==> src/logic/scm_cfg.svh <==
// Register offsets, field positions, reset values and timing constants
// for the system clock and operating mode controller.
// Assumes a 32-bit APB slave with byte addresses on PADDR.
`ifndef SCM_CFG_SVH
`define SCM_CFG_SVH

// Register byte addresses
`define SCM_OFF_SYS_CLK 8'h00
`define SCM_OFF_HI_RC 8'h04
`define SCM_OFF_HI_XTAL 8'h08
`define SCM_OFF_LO_XTAL 8'h0C

// System clock control fields
`define SCM_DIV_HI 7
`define SCM_DIV_LO 5
`define SCM_HI_SRC 3
`define SCM_LO_SRC 2
`define SCM_HI_KEEP 1
`define SCM_LO_KEEP 0
`define SCM_SYS_CLK_RST 8'h00

// Oscillator control fields
`define SCM_FREQ_HI 3
`define SCM_FREQ_LO 2
`define SCM_RANGE 2
`define SCM_FLAG 1
`define SCM_EN 0
`define SCM_HI_RC_EN_RST 1'h1
`define SCM_OTHER_EN_RST 1'h0

// Divider select and RC frequency codes
`define SCM_SEL_SUB 3'h7
`define SCM_FREQ_RSVD 2'h3
`define SCM_FREQ_8M 2'h0

// Oscillator settle time after ready, and clock period
`define SCM_SETTLE_NS 256
`define SCM_MCLK_NS 8

`endif

==> src/logic/scm_pkg.sv <==
// Types for the system clock and operating mode controller.
// Assumes nothing beyond the tool's SystemVerilog support.
package scm_pkg;

    typedef enum logic [4:0] {
        SCM_RUN = 5'h01,
        SCM_SLEEP = 5'h02,
        SCM_IDLE_LO = 5'h04,
        SCM_IDLE_DUAL = 5'h08,
        SCM_IDLE_HI = 5'h10
    } scm_mode_t;

    typedef enum logic [2:0] {
        SCM_SW_FOLLOW = 3'h1,
        SCM_SW_DRAIN = 3'h2,
        SCM_SW_ARM = 3'h4
    } scm_sw_t;

    // Oscillator index in stability trackers
    typedef enum logic [1:0] {
        SCM_OSC_INT_HI = 2'h0,
        SCM_OSC_EXT_HI = 2'h1,
        SCM_OSC_EXT_LO = 2'h2
    } scm_osc_t;

endpackage

==> src/logic/scm_top.sv <==
// System clock select, divider and low-power mode controller.
// Assumes oscillator outputs and ready pins are asynchronous to MCLK,
// and halt, wake and watchdog enable come from MCLK-domain logic.
//
// Contract
// - Divider field picks fH/1..fH/64 or fSUB
// - Bit 3 picks internal RC or crystal
// - Bit 2 picks low RC or 32k crystal
// - Bit 1 keeps high oscillator during halt
// - Bit 0 keeps low oscillator during halt
// - Low RC on: selected in run or kept idle, or watchdog
// - Watchdog keeps low RC despite keep off
// - Halt with both keeps off enters sleep
// - Sleep keeps low RC only for watchdog
// - Low-only idle: system clock only at 111
// - Dual idle: all clocks keep running
// - High-only idle: system clock except 111
// - Fast mode runs divided high clock
// - Slow mode runs selected low clock
// - Slow mode high clock follows enable bit
// - Bit 4 reads zero, not stored
// - RC frequency codes 8, 12, 16, 8 MHz
// - RC flag clears, sets, then frequency applies
// - Slow switch waits for stable low clock
//
// The register offsets and register access over APB were decided locally.
`include "scm_cfg.svh"
`timescale 1ns/1ps
`default_nettype none

module scm_top
    import scm_pkg::*;
#(
    parameter int SETTLE_CYC = (`SCM_SETTLE_NS + `SCM_MCLK_NS - 1) / `SCM_MCLK_NS
) (
    // Clock and reset
    input wire logic MCLK,
    input wire logic RST,
    // APB slave
    input wire logic PSEL,
    input wire logic PENABLE,
    input wire logic PWRITE,
    input wire logic [7:0] PADDR,
    input wire logic [31:0] PWDATA,
    output logic [31:0] PRDATA,
    output logic PREADY,
    output logic PSLVERR,
    // Oscillator pins: outputs and ready indications
    input wire logic INT_HI_RC_CLK,
    input wire logic EXT_HI_XTAL_CLK,
    input wire logic EXT_LO_XTAL_CLK,
    input wire logic INT_LO_RC_CLK,
    input wire logic INT_HI_READY,
    input wire logic EXT_HI_READY,
    input wire logic EXT_LO_READY,
    input wire logic INT_LO_READY,
    // Oscillator controls
    output logic INT_HI_OSC_EN,
    output logic EXT_HI_OSC_EN,
    output logic EXT_LO_OSC_EN,
    output logic INT_LO_OSC_EN,
    output logic [1:0] INT_HI_FREQ_SEL,
    output logic EXT_HI_FREQ_RANGE,
    // CPU and watchdog
    input wire logic HALT_REQ,
    input wire logic WAKE_REQ,
    input wire logic WATCHDOG_EN,
    output logic CPU_RUN,
    output logic [4:0] MODE,
    // Generated clocks
    output logic SYS_CLK,
    output logic HI_CLK,
    output logic LO_CLK,
    output logic INT_LO_RC_CLK_O
);

    localparam int NSYNC = 8;
    localparam int NOSC = 3;
    localparam logic [15:0] SETTLE = 16'(SETTLE_CYC);
    localparam logic [7:0] SCC_RST = `SCM_SYS_CLK_RST;

    // Two-stage synchronisers for all pin inputs
    logic [NSYNC-1:0] sync1_q, sync2_q;
    wire [NSYNC-1:0] pins = {INT_LO_READY, EXT_LO_READY, EXT_HI_READY, INT_HI_READY,
        INT_LO_RC_CLK, EXT_LO_XTAL_CLK, EXT_HI_XTAL_CLK, INT_HI_RC_CLK};
    always_ff @(posedge MCLK) begin
        if (RST) begin
            sync1_q <= '0;
            sync2_q <= '0;
        end else begin
            sync1_q <= pins;
            sync2_q <= sync1_q;
        end
    end
    wire int_hi_rc_osc_s = sync2_q[0];
    wire hxt_s = sync2_q[1];
    wire lxt_s = sync2_q[2];
    wire int_lo_rc_osc_s = sync2_q[3];
    wire [NOSC-1:0] osc_rdy_s = sync2_q[6:4];
    wire int_lo_rc_osc_rdy_s = sync2_q[7];

    // Registers
    logic [2:0] div_sel_q;
    logic hi_src_sel_q, lo_src_sel_q, hi_osc_idle_keep_q, lo_osc_idle_keep_q;
    logic [1:0] int_hi_freq_sel_q, freq_applied_q;
    logic int_hi_osc_en_q, ext_hi_osc_en_q, ext_lo_osc_en_q, ext_hi_freq_range_q;
    logic [NOSC-1:0] flag_q;
    logic [31:0] prdata_q;
    logic pslverr_q;

    wire setup = PSEL & ~PENABLE;
    wire wr = PSEL & PENABLE & PWRITE;
    wire hit_scc = PADDR == `SCM_OFF_SYS_CLK;
    wire hit_int_hi_rc_osc = PADDR == `SCM_OFF_HI_RC;
    wire hit_hxt = PADDR == `SCM_OFF_HI_XTAL;
    wire hit_lxt = PADDR == `SCM_OFF_LO_XTAL;
    wire hit_any = hit_scc | hit_int_hi_rc_osc | hit_hxt | hit_lxt;
    wire [1:0] wr_freq = PWDATA[`SCM_FREQ_HI:`SCM_FREQ_LO];
    wire freq_change = wr & hit_int_hi_rc_osc & (wr_freq != int_hi_freq_sel_q);
    // Range is frozen while the crystal enable bit is set
    wire range_lock = ext_hi_osc_en_q;

    wire [7:0] scc_rd = {div_sel_q, 1'b0, hi_src_sel_q, lo_src_sel_q,
        hi_osc_idle_keep_q, lo_osc_idle_keep_q};
    wire [7:0] int_hi_rc_osc_rd = {4'h0, int_hi_freq_sel_q, flag_q[SCM_OSC_INT_HI], int_hi_osc_en_q};
    wire [7:0] hxt_rd = {5'h00, ext_hi_freq_range_q, flag_q[SCM_OSC_EXT_HI], ext_hi_osc_en_q};
    wire [7:0] lxt_rd = {6'h00, flag_q[SCM_OSC_EXT_LO], ext_lo_osc_en_q};
    wire [7:0] rd_mux = hit_scc ? scc_rd : hit_int_hi_rc_osc ? int_hi_rc_osc_rd : hit_hxt ? hxt_rd :
        hit_lxt ? lxt_rd : 8'h00;

    always_ff @(posedge MCLK) begin
        if (RST) begin
            div_sel_q <= SCC_RST[`SCM_DIV_HI:`SCM_DIV_LO];
            hi_src_sel_q <= SCC_RST[`SCM_HI_SRC];
            lo_src_sel_q <= SCC_RST[`SCM_LO_SRC];
            hi_osc_idle_keep_q <= SCC_RST[`SCM_HI_KEEP];
            lo_osc_idle_keep_q <= SCC_RST[`SCM_LO_KEEP];
            int_hi_freq_sel_q <= `SCM_FREQ_8M;
            int_hi_osc_en_q <= `SCM_HI_RC_EN_RST;
            ext_hi_osc_en_q <= `SCM_OTHER_EN_RST;
            ext_lo_osc_en_q <= `SCM_OTHER_EN_RST;
            ext_hi_freq_range_q <= 1'b0;
        end else if (wr) begin
            if (hit_scc) begin
                div_sel_q <= PWDATA[`SCM_DIV_HI:`SCM_DIV_LO];
                hi_src_sel_q <= PWDATA[`SCM_HI_SRC];
                lo_src_sel_q <= PWDATA[`SCM_LO_SRC];
                hi_osc_idle_keep_q <= PWDATA[`SCM_HI_KEEP];
                lo_osc_idle_keep_q <= PWDATA[`SCM_LO_KEEP];
            end
            if (hit_int_hi_rc_osc) begin
                int_hi_freq_sel_q <= wr_freq;
                int_hi_osc_en_q <= PWDATA[`SCM_EN];
            end
            if (hit_hxt) begin
                ext_hi_osc_en_q <= PWDATA[`SCM_EN];
                if (!range_lock) begin
                    ext_hi_freq_range_q <= PWDATA[`SCM_RANGE];
                end
            end
            if (hit_lxt) begin
                ext_lo_osc_en_q <= PWDATA[`SCM_EN];
            end
        end
    end

    // Read data captured in setup, answered with no wait state
    always_ff @(posedge MCLK) begin
        if (RST) begin
            prdata_q <= '0;
            pslverr_q <= 1'b0;
        end else if (setup) begin
            prdata_q <= {24'h000000, rd_mux};
            pslverr_q <= ~hit_any;
        end
    end
    assign PRDATA = prdata_q;
    assign PSLVERR = pslverr_q & PSEL & PENABLE;
    assign PREADY = 1'b1;

    // Operating mode
    scm_mode_t mode_q, mode_d;
    always_comb begin
        mode_d = mode_q;
        case (mode_q)
            SCM_RUN: begin
                if (HALT_REQ) begin
                    case ({hi_osc_idle_keep_q, lo_osc_idle_keep_q})
                        2'b00: mode_d = SCM_SLEEP;
                        2'b01: mode_d = SCM_IDLE_LO;
                        2'b11: mode_d = SCM_IDLE_DUAL;
                        default: mode_d = SCM_IDLE_HI;
                    endcase
                end
            end
            SCM_SLEEP, SCM_IDLE_LO, SCM_IDLE_DUAL, SCM_IDLE_HI: begin
                if (WAKE_REQ) begin
                    mode_d = SCM_RUN;
                end
            end
            default: mode_d = SCM_RUN;
        endcase
    end
    always_ff @(posedge MCLK) begin
        if (RST) begin
            mode_q <= SCM_RUN;
        end else begin
            mode_q <= mode_d;
        end
    end

    wire run = mode_q == SCM_RUN;
    wire sel_sub = div_sel_q == `SCM_SEL_SUB;
    wire hi_allow = run | (mode_q == SCM_IDLE_DUAL) | (mode_q == SCM_IDLE_HI);
    wire lo_allow = run | (mode_q == SCM_IDLE_DUAL) | (mode_q == SCM_IDLE_LO);
    // Fast mode and high idles force the selected high source on
    wire hi_force = (run & ~sel_sub) | (hi_allow & ~run);
    wire lo_force = lo_allow;
    wire sys_want = run | (mode_q == SCM_IDLE_DUAL) |
        ((mode_q == SCM_IDLE_LO) & sel_sub) | ((mode_q == SCM_IDLE_HI) & ~sel_sub);

    // Oscillator enables; slow mode leaves high oscillators to their bits
    wire int_hi_on = hi_allow & (int_hi_osc_en_q | (~hi_src_sel_q & hi_force));
    wire ext_hi_on = hi_allow & (ext_hi_osc_en_q | (hi_src_sel_q & hi_force));
    wire ext_lo_on = lo_allow & (ext_lo_osc_en_q | (lo_src_sel_q & lo_force));
    wire int_lo_on = (lo_allow & ~lo_src_sel_q) | WATCHDOG_EN;
    assign INT_HI_OSC_EN = int_hi_on;
    assign EXT_HI_OSC_EN = ext_hi_on;
    assign EXT_LO_OSC_EN = ext_lo_on;
    assign INT_LO_OSC_EN = int_lo_on;
    assign EXT_HI_FREQ_RANGE = ext_hi_freq_range_q;
    assign CPU_RUN = run;
    assign MODE = mode_q;

    // Stability trackers: flag drops on enable or frequency change
    wire [NOSC-1:0] osc_on = {ext_lo_on, ext_hi_on, int_hi_on};
    wire [NOSC-1:0] restart = {2'b00, freq_change};
    logic [NOSC-1:0] on_q;
    logic [15:0] settle_q [NOSC];
    genvar gi;
    generate
        for (gi = 0; gi < NOSC; gi++) begin : g_osc
            wire start = ~osc_on[gi] | (osc_on[gi] & ~on_q[gi]) | restart[gi];
            always_ff @(posedge MCLK) begin
                if (RST) begin
                    on_q[gi] <= 1'b0;
                    settle_q[gi] <= '0;
                    flag_q[gi] <= 1'b0;
                end else begin
                    on_q[gi] <= osc_on[gi];
                    if (start) begin
                        settle_q[gi] <= '0;
                        flag_q[gi] <= 1'b0;
                    end else if (osc_rdy_s[gi] && settle_q[gi] < SETTLE) begin
                        settle_q[gi] <= settle_q[gi] + 16'h0001;
                    end else if (osc_rdy_s[gi]) begin
                        flag_q[gi] <= 1'b1;
                    end
                end
            end
        end
    endgenerate

    // New RC frequency only takes effect once its flag is up
    always_ff @(posedge MCLK) begin
        if (RST) begin
            freq_applied_q <= `SCM_FREQ_8M;
        end else if (flag_q[SCM_OSC_INT_HI] && !freq_change) begin
            freq_applied_q <= int_hi_freq_sel_q;
        end
    end
    assign INT_HI_FREQ_SEL = (freq_applied_q == `SCM_FREQ_RSVD) ? `SCM_FREQ_8M :
        freq_applied_q;

    // High and low source selection
    wire fh_lvl = hi_src_sel_q ? hxt_s : int_hi_rc_osc_s;
    wire fh_ok = hi_src_sel_q ? flag_q[SCM_OSC_EXT_HI] : flag_q[SCM_OSC_INT_HI];
    wire fsub_lvl = lo_src_sel_q ? lxt_s : int_lo_rc_osc_s;
    wire fsub_ok = lo_src_sel_q ? flag_q[SCM_OSC_EXT_LO] : int_lo_rc_osc_rdy_s;

    // Sources in use now; they change only through the switch below
    logic cur_hs_q, cur_hs_d, cur_ls_q, cur_ls_d;
    wire fh_run = cur_hs_q ? hxt_s : int_hi_rc_osc_s;
    wire fsub_run = cur_ls_q ? lxt_s : int_lo_rc_osc_s;

    // Ripple divider advanced on each fH rising edge
    logic fh_d_q;
    logic [5:0] div_q;
    always_ff @(posedge MCLK) begin
        if (RST) begin
            fh_d_q <= 1'b0;
            div_q <= '0;
        end else begin
            fh_d_q <= fh_run;
            if (fh_run & ~fh_d_q) begin
                div_q <= div_q + 6'h01;
            end
        end
    end
    wire [6:0] taps = {div_q, fh_run};

    // Glitch-free switch between selected sources
    scm_sw_t sw_q, sw_d;
    logic [2:0] cur_sel_q, cur_sel_d;
    logic sys_q, sys_d, gate_q, hi_clk_q, lo_clk_q, int_lo_rc_osc_clk_q;
    wire cur_lvl = (cur_sel_q == `SCM_SEL_SUB) ? fsub_run : taps[cur_sel_q];
    wire tgt_ok = sel_sub ? fsub_ok : fh_ok;
    wire sel_diff = (div_sel_q != cur_sel_q) | (hi_src_sel_q != cur_hs_q) |
        (lo_src_sel_q != cur_ls_q);

    always_comb begin
        sw_d = sw_q;
        cur_sel_d = cur_sel_q;
        cur_hs_d = cur_hs_q;
        cur_ls_d = cur_ls_q;
        sys_d = cur_lvl & gate_q;
        case (sw_q)
            SCM_SW_FOLLOW: begin
                if (sel_diff && tgt_ok) begin
                    sw_d = SCM_SW_DRAIN;
                end
            end
            SCM_SW_DRAIN: begin
                if (!cur_lvl) begin
                    cur_sel_d = div_sel_q;
                    cur_hs_d = hi_src_sel_q;
                    cur_ls_d = lo_src_sel_q;
                    sys_d = 1'b0;
                    sw_d = SCM_SW_ARM;
                end
            end
            SCM_SW_ARM: begin
                sys_d = 1'b0;
                if (!cur_lvl || sel_diff) begin
                    sw_d = SCM_SW_FOLLOW;
                end
            end
            default: begin
                sw_d = SCM_SW_FOLLOW;
                sys_d = 1'b0;
            end
        endcase
    end

    always_ff @(posedge MCLK) begin
        if (RST) begin
            sw_q <= SCM_SW_FOLLOW;
            cur_sel_q <= SCC_RST[`SCM_DIV_HI:`SCM_DIV_LO];
            cur_hs_q <= SCC_RST[`SCM_HI_SRC];
            cur_ls_q <= SCC_RST[`SCM_LO_SRC];
            sys_q <= 1'b0;
            gate_q <= 1'b1;
        end else begin
            sw_q <= sw_d;
            cur_sel_q <= cur_sel_d;
            cur_hs_q <= cur_hs_d;
            cur_ls_q <= cur_ls_d;
            sys_q <= sys_d;
            if (!cur_lvl) begin
                gate_q <= sys_want;
            end
        end
    end

    // Peripheral clocks
    always_ff @(posedge MCLK) begin
        if (RST) begin
            hi_clk_q <= 1'b0;
            lo_clk_q <= 1'b0;
            int_lo_rc_osc_clk_q <= 1'b0;
        end else begin
            hi_clk_q <= fh_lvl & fh_ok & hi_allow;
            lo_clk_q <= fsub_lvl & fsub_ok & lo_allow;
            int_lo_rc_osc_clk_q <= int_lo_rc_osc_s & int_lo_on;
        end
    end
    assign SYS_CLK = sys_q;
    assign HI_CLK = hi_clk_q;
    assign LO_CLK = lo_clk_q;
    assign INT_LO_RC_CLK_O = int_lo_rc_osc_clk_q;

endmodule

`default_nettype wire

==> config.mk <==
export PLATFORM = sky130hd
export DESIGN_NAME = scm_top
export DESIGN_NICKNAME = d
export VERILOG_FILES = /design/src/logic/scm_pkg.sv /design/src/logic/scm_top.sv
export VERILOG_INCLUDE_DIRS = /design/src /design/src/logic
export SDC_FILE = /design/constraint.sdc
export NUM_CORES = 1
export LEC_CHECK = 0
export ABC_CLOCK_PERIOD_IN_PS = 5500
export BUFFER_PORTS_ARGS = -buffer_cell sky130_fd_sc_hd__buf_2
export CORE_MARGIN = 1.5
export CORE_UTILIZATION = 49
export CTS_CLUSTER_DIAMETER = 60
export CTS_CLUSTER_SIZE = 14
export DETAILED_ROUTE_END_ITERATION = 6
export GPL_TIMING_DRIVEN = 0
export HOLD_SLACK_MARGIN = 0.15
export PLACE_DENSITY = 0.76
export REMOVE_ABC_BUFFERS = 1
export SYNTH_ARGS = -nofsm -noshare
export SYNTH_HDL_FRONTEND = slang
export SYNTH_SLANG_ARGS = --single-unit
==> constraint.sdc <==
create_clock -name MCLK -period 5.5 [get_ports MCLK]
set_input_delay 1.375 -clock MCLK [delete_from_list [all_inputs] [get_ports MCLK]]
set_output_delay 1.375 -clock MCLK [all_outputs]
set_load 0.02 [all_outputs]
==> flow_results.xml <==
<?xml version="1.0" encoding="UTF-8"?>
<metrics>
  <group name="critical_path">
    <metric name="critPathLaunchType" unit="">register</metric>
    <metric name="crit_required" unit="ns">4.12</metric>
    <metric name="worst-path-buf-inv" unit="">1</metric>
    <metric name="timing.critical_path.fanout_max" unit="">12</metric>
    <metric name="critical_path.endpoint" unit="">EXT_HI_OSC_EN</metric>
    <metric name="worstPathCellList" unit="">nor4_1 -&gt; a31oi_1 -&gt; nor2_1 -&gt; nor2_1 -&gt; buf_2</metric>
    <metric name="worst_path_dominant_cell_family" unit="">simple AND/OR/NAND/NOR gates</metric>
    <metric name="reg2reg_from" unit="">MODE[3]</metric>
    <metric name="critical_path_depth" unit="">5</metric>
    <metric name="critical-path-max-stage-delay" unit="ns">0.52</metric>
    <metric name="regToRegSetupSlack" unit="ns">2.80</metric>
    <metric name="worst-setup-path-type" unit="">reg -&gt; out</metric>
    <metric name="reg2regPathDepth" unit="">4</metric>
    <metric name="crit_slowest_cell" unit="">sky130_fd_sc_hd__nor4_1</metric>
    <metric name="cp_capture_type" unit="">primary output</metric>
    <metric name="startpoint" unit="">MODE[2]</metric>
    <metric name="timing.rr.end" unit="">settle_q[2][4]</metric>
    <metric name="timing.critical_path.arrival" unit="ns">2.10</metric>
    <metric name="critical-path-top-cell-by-count" unit="">sky130_fd_sc_hd__nor2_1</metric>
  </group>
  <group name="finish">
    <metric name="finalInstanceArea" unit="mm2">0.00611</metric>
    <metric name="flow.area_growth_from_synthesis" unit="%">19.1</metric>
    <metric name="num_antenna_cells" unit="">0</metric>
    <metric name="final-seq-area" unit="mm2">0.00284</metric>
    <metric name="finish.utilization" unit="%">59.7</metric>
    <metric name="design.final.nets" unit="">626</metric>
    <metric name="ratio_of_cells_with_drive_above_1_in_the_final_layout" unit="%">16.6</metric>
    <metric name="post_layout_nonfiller_instances" unit="">715</metric>
    <metric name="multiInputGateArea" unit="mm2">0.00217</metric>
    <metric name="final.fill_count" unit="">839</metric>
  </group>
  <group name="power">
    <metric name="peakVddDrop" unit="V">0.000256</metric>
    <metric name="post-layout-total-power" unit="mW">2.14</metric>
    <metric name="cellLeakagePower" unit="nW">2.57</metric>
    <metric name="power-per-cell-area" unit="mW/mm2">350</metric>
  </group>
  <group name="clock_network">
    <metric name="clock-sinks" unit="">118</metric>
    <metric name="cts_buffers" unit="">17</metric>
    <metric name="post_cts_resized" unit="">0</metric>
    <metric name="clock_insertion_delay_worst_skew" unit="ns">0.51</metric>
    <metric name="cts.htree.levels" unit="">4</metric>
    <metric name="tritoncts" unit="">yes</metric>
    <metric name="library_cell_used_as_clock_root_buffer" unit="">sky130_fd_sc_hd__clkbuf_8</metric>
    <metric name="postCtsSetupBuffers" unit="">0</metric>
    <metric name="clk_path_buf_depth" unit="">2</metric>
    <metric name="cts.hold.buffers_added" unit="">0</metric>
    <metric name="clk_pin_slew" unit="ns">0.05</metric>
  </group>
  <group name="timing">
    <metric name="timing.max_slew.rel_slack" unit="%">29.7</metric>
    <metric name="slew_violations" unit="">0</metric>
    <metric name="finalCritPeriodShare" unit="%">63.1</metric>
    <metric name="report.final.setup_viol" unit="">0</metric>
    <metric name="period_minus_slack" unit="ns">3.47</metric>
    <metric name="rsz0062_at_grt" unit="">no</metric>
    <metric name="timing.final.ws_setup" unit="ns">2.03</metric>
    <metric name="fin_tns_setup" unit="ns">0</metric>
    <metric name="clock_skew" unit="ns">0.00614</metric>
    <metric name="tightest_slew" unit="ns">1.05</metric>
    <metric name="timing.hold.ws" unit="ns">0.433</metric>
    <metric name="maxClockFrequency" unit="MHz">288</metric>
    <metric name="finalHoldViolCount" unit="">0</metric>
  </group>
  <group name="place">
    <metric name="post-place-cells" unit="">683</metric>
    <metric name="pre_cts_slack" unit="ns">1.60</metric>
    <metric name="dp_hpwl" unit="um">6800</metric>
    <metric name="port-buffer-count" unit="">55</metric>
    <metric name="dpl_cell_area" unit="mm2">0.00551</metric>
    <metric name="routability_cong" unit="">0.792</metric>
  </group>
  <group name="global_routing">
    <metric name="grt_usage" unit="%">19.1</metric>
    <metric name="first_pass_grt_wire_length" unit="um">16400</metric>
    <metric name="grt_use_met3" unit="%">6.56</metric>
    <metric name="gr-usage-met1" unit="%">22.5</metric>
    <metric name="grt_antenna_before_repair" unit="">0</metric>
    <metric name="global_route.peak_usage_layer" unit="">met2</metric>
    <metric name="globalRouteMet2Util" unit="%">31.9</metric>
    <metric name="grt_start_max_net_pins" unit="">57</metric>
    <metric name="globalRoute.totalOverflow" unit="">0</metric>
    <metric name="first_global_vias" unit="">3567</metric>
  </group>
  <group name="die">
    <metric name="start_util" unit="%">50.2</metric>
    <metric name="number_of_placement_rows" unit="">37</metric>
    <metric name="coreArea" unit="mm2">0.0102</metric>
    <metric name="ios" unit="">107</metric>
    <metric name="die_h" unit="um">105</metric>
    <metric name="area_enclosed_by_the_die_boundary" unit="mm2">0.0111</metric>
    <metric name="die_width" unit="um">105</metric>
  </group>
  <group name="route">
    <metric name="post_drt_via_cell_ratio" unit="">5.04</metric>
    <metric name="routed_wl" unit="um">9840</metric>
    <metric name="first_iter_violations" unit="">199</metric>
    <metric name="postRouteAntennaNets" unit="">0</metric>
    <metric name="drt-pass1-iter-count" unit="">4</metric>
    <metric name="drc" unit="">0</metric>
    <metric name="dr_total_vias" unit="">3601</metric>
    <metric name="wl_per_cell" unit="um">13.8</metric>
  </group>
  <group name="logic_synthesis">
    <metric name="number_of_flops_mapped_to_enable_cells_by_yosys" unit="">48</metric>
    <metric name="ys_async_sr_fraction" unit="%">0</metric>
    <metric name="synth_unique_cells" unit="">51</metric>
    <metric name="synth_top_flop_cell" unit="">sky130_fd_sc_hd__dfxtp_1</metric>
    <metric name="syn_inst" unit="">484</metric>
    <metric name="synthesis.area_per_instance" unit="um2">10.6</metric>
    <metric name="ys_seq_area_share" unit="%">55.4</metric>
    <metric name="synth_seq_cells" unit="">118</metric>
    <metric name="synth.area.top_cells" unit="">sky130_fd_sc_hd__edfxtp_1 28%, sky130_fd_sc_hd__dfxtp_1 27%, sky130_fd_sc_hd__mux2i_1 6.0%, sky130_fd_sc_hd__nor2_1 4.5%, sky130_fd_sc_hd__buf_4 3.9%</metric>
    <metric name="syn-cell-area" unit="mm2">0.00513</metric>
    <metric name="synth_largest_area_cell" unit="">sky130_fd_sc_hd__edfxtp_1</metric>
    <metric name="synthDominantCellAreaShare" unit="%">28.1</metric>
    <metric name="synth.yosys.warnings" unit="">0</metric>
  </group>
  <group name="flow_run">
    <metric name="max_cap_violations" unit="">0</metric>
  </group>
  <group name="worst_hold_path">
    <metric name="holdPathStages" unit="">1</metric>
    <metric name="classification_of_the_worst_slack_hold_path" unit="">reg -&gt; reg</metric>
  </group>
  <group name="status">
    <metric name="run_status" unit="">completed</metric>
  </group>
</metrics>
==> synth_stat cells (2+ instances only) <==
cell,number
sky130_fd_sc_hd__nor3_1,10
sky130_fd_sc_hd__xnor2_1,9
sky130_fd_sc_hd__edfxtp_1,48
sky130_fd_sc_hd__a21oi_1,16
sky130_fd_sc_hd__buf_2,2
sky130_fd_sc_hd__buf_4,27
sky130_fd_sc_hd__o21a_1,4
sky130_fd_sc_hd__nand2b_1,6
sky130_fd_sc_hd__dfxtp_1,70
sky130_fd_sc_hd__and3_1,10
sky130_fd_sc_hd__ha_1,4
sky130_fd_sc_hd__buf_1,3
sky130_fd_sc_hd__xor2_1,18
sky130_fd_sc_hd__nand3_1,20
sky130_fd_sc_hd__o21ai_0,9
sky130_fd_sc_hd__nor3b_1,4
sky130_fd_sc_hd__nor2_1,61
sky130_fd_sc_hd__clkbuf_1,15
sky130_fd_sc_hd__or2_2,3
sky130_fd_sc_hd__nand4b_1,2
sky130_fd_sc_hd__nor2b_1,22
sky130_fd_sc_hd__nand4_1,3
sky130_fd_sc_hd__mux2i_1,31
sky130_fd_sc_hd__o211a_1,2
sky130_fd_sc_hd__nor4_1,15
sky130_fd_sc_hd__nand2_1,29
sky130_fd_sc_hd__inv_1,10
sky130_fd_sc_hd__conb_1,2
sky130_fd_sc_hd__a31oi_1,2
sky130_fd_sc_hd__o211ai_1,6
==> worst register-to-register path, cell delays in order, from the launching register on <==
cell and delay [ns]:
sky130_fd_sc_hd__dfxtp_1 0.57, sky130_fd_sc_hd__xor2_1 0.24, sky130_fd_sc_hd__o2111ai_1 0.26, sky130_fd_sc_hd__nor4b_1 0.63
sky130_fd_sc_hd__nand2_1 0.58
==> where the power goes <==
part           internal (mW)  switching (mW)  total (mW)
Clock                  0.713           0.360        1.07
Sequential             0.940          0.0159       0.956
Combinational         0.0362          0.0769       0.113
Total                   1.69           0.453        2.14
==> cell usage in the layout, fill, tap and decap left out, types with 2 or more instances in the layout <==
master                      Yosys  routed
sky130_fd_sc_hd__dfxtp_1       70      70
sky130_fd_sc_hd__nor2_1        61      61
sky130_fd_sc_hd__conb_1         2      56
sky130_fd_sc_hd__buf_2          2      55
sky130_fd_sc_hd__edfxtp_1      48      48
sky130_fd_sc_hd__mux2i_1       31      31
sky130_fd_sc_hd__nand2_1       29      29
sky130_fd_sc_hd__nor2b_1       22      22
sky130_fd_sc_hd__nand3_1       20      20
sky130_fd_sc_hd__xor2_1        18      18
sky130_fd_sc_hd__clkbuf_16      0      18
sky130_fd_sc_hd__a21oi_1       16      16
sky130_fd_sc_hd__nor4_1        15      15
sky130_fd_sc_hd__and3_1        10      10
sky130_fd_sc_hd__inv_1         10      10
sky130_fd_sc_hd__nor3_1        10      10
sky130_fd_sc_hd__xnor2_1        9       9
sky130_fd_sc_hd__o21ai_0        9       8
sky130_fd_sc_hd__o211ai_1       6       6
sky130_fd_sc_hd__nand2b_1       6       6
sky130_fd_sc_hd__clkbuf_8       0       6
sky130_fd_sc_hd__nor3b_1        4       4
sky130_fd_sc_hd__o21a_1         4       4
sky130_fd_sc_hd__ha_1           4       4
sky130_fd_sc_hd__or2_2          3       3
sky130_fd_sc_hd__nand4_1        3       3
sky130_fd_sc_hd__clkbuf_1      15       3
sky130_fd_sc_hd__nand4b_1       2       2
sky130_fd_sc_hd__a31oi_1        2       2
sky130_fd_sc_hd__o211a_1        2       2
sky130_fd_sc_hd__inv_4          0       2
==> how the worst min path moves through the flow <==
stage | from | endpoint | slack (ns)
after CTS | sync1_q[1] | sync2_q[1] | 0.44
final | sync1_q[1] | sync2_q[1] | 0.43
after detailed placement | sync1_q[1] | sync2_q[1] | 0.42
after global placement | sync1_q[1] | sync2_q[1] | 0.43
after global routing | sync1_q[2] | sync2_q[2] | 0.45
after floorplan | sync1_q[0] | sync2_q[0] | 0.41
==> registers in the layout, indices dropped and copies added, names as in the netlist, 2 cells and up <==
signal and flops:
MODE 5, sw_q 3, sync1_q 8, PRDATA 7, div_sel_q 3, int_hi_freq_sel_q 2
settle_q 48, cur_sel_q 3, sync2_q 8, div_q 6, on_q 3, freq_applied_q 2
flag_q 3
==> cell type report <==
type	count	share of cell area [%]
Multi-Input combinational cell	362	35.5
Inverter	11	0.676
Timing Repair Buffer	56	4.69
Clock buffer	27	8.91
Clock inverter	5	0.901
Sequential cell	118	46.5
Tap cell	136	2.78
==> logic make-up (layout without fill, tap and decap cells) <==
logic type	Yosys count	count (layout)	share of synthesized area [%]
buffers and inverters	58	99	6.27
muxes	34	34	6.92
AOI/OAI and AO/OA	51	51	7.05
DFF	118	118	55.4
other	2	56	0.146
xor gates and xnor gates	27	27	4.61
adders and majority gates	4	4	0.975
and+or+nand+nor	190	190	18.6
==> layer usage <==
layer	vias to the layer above	part of all wire, %
met5	-	0
met4	0	1.7
met3	15	4.9
met2	96	50
met1	1710	43
li1	1780	-
Power figures use the tool's default switching activity.
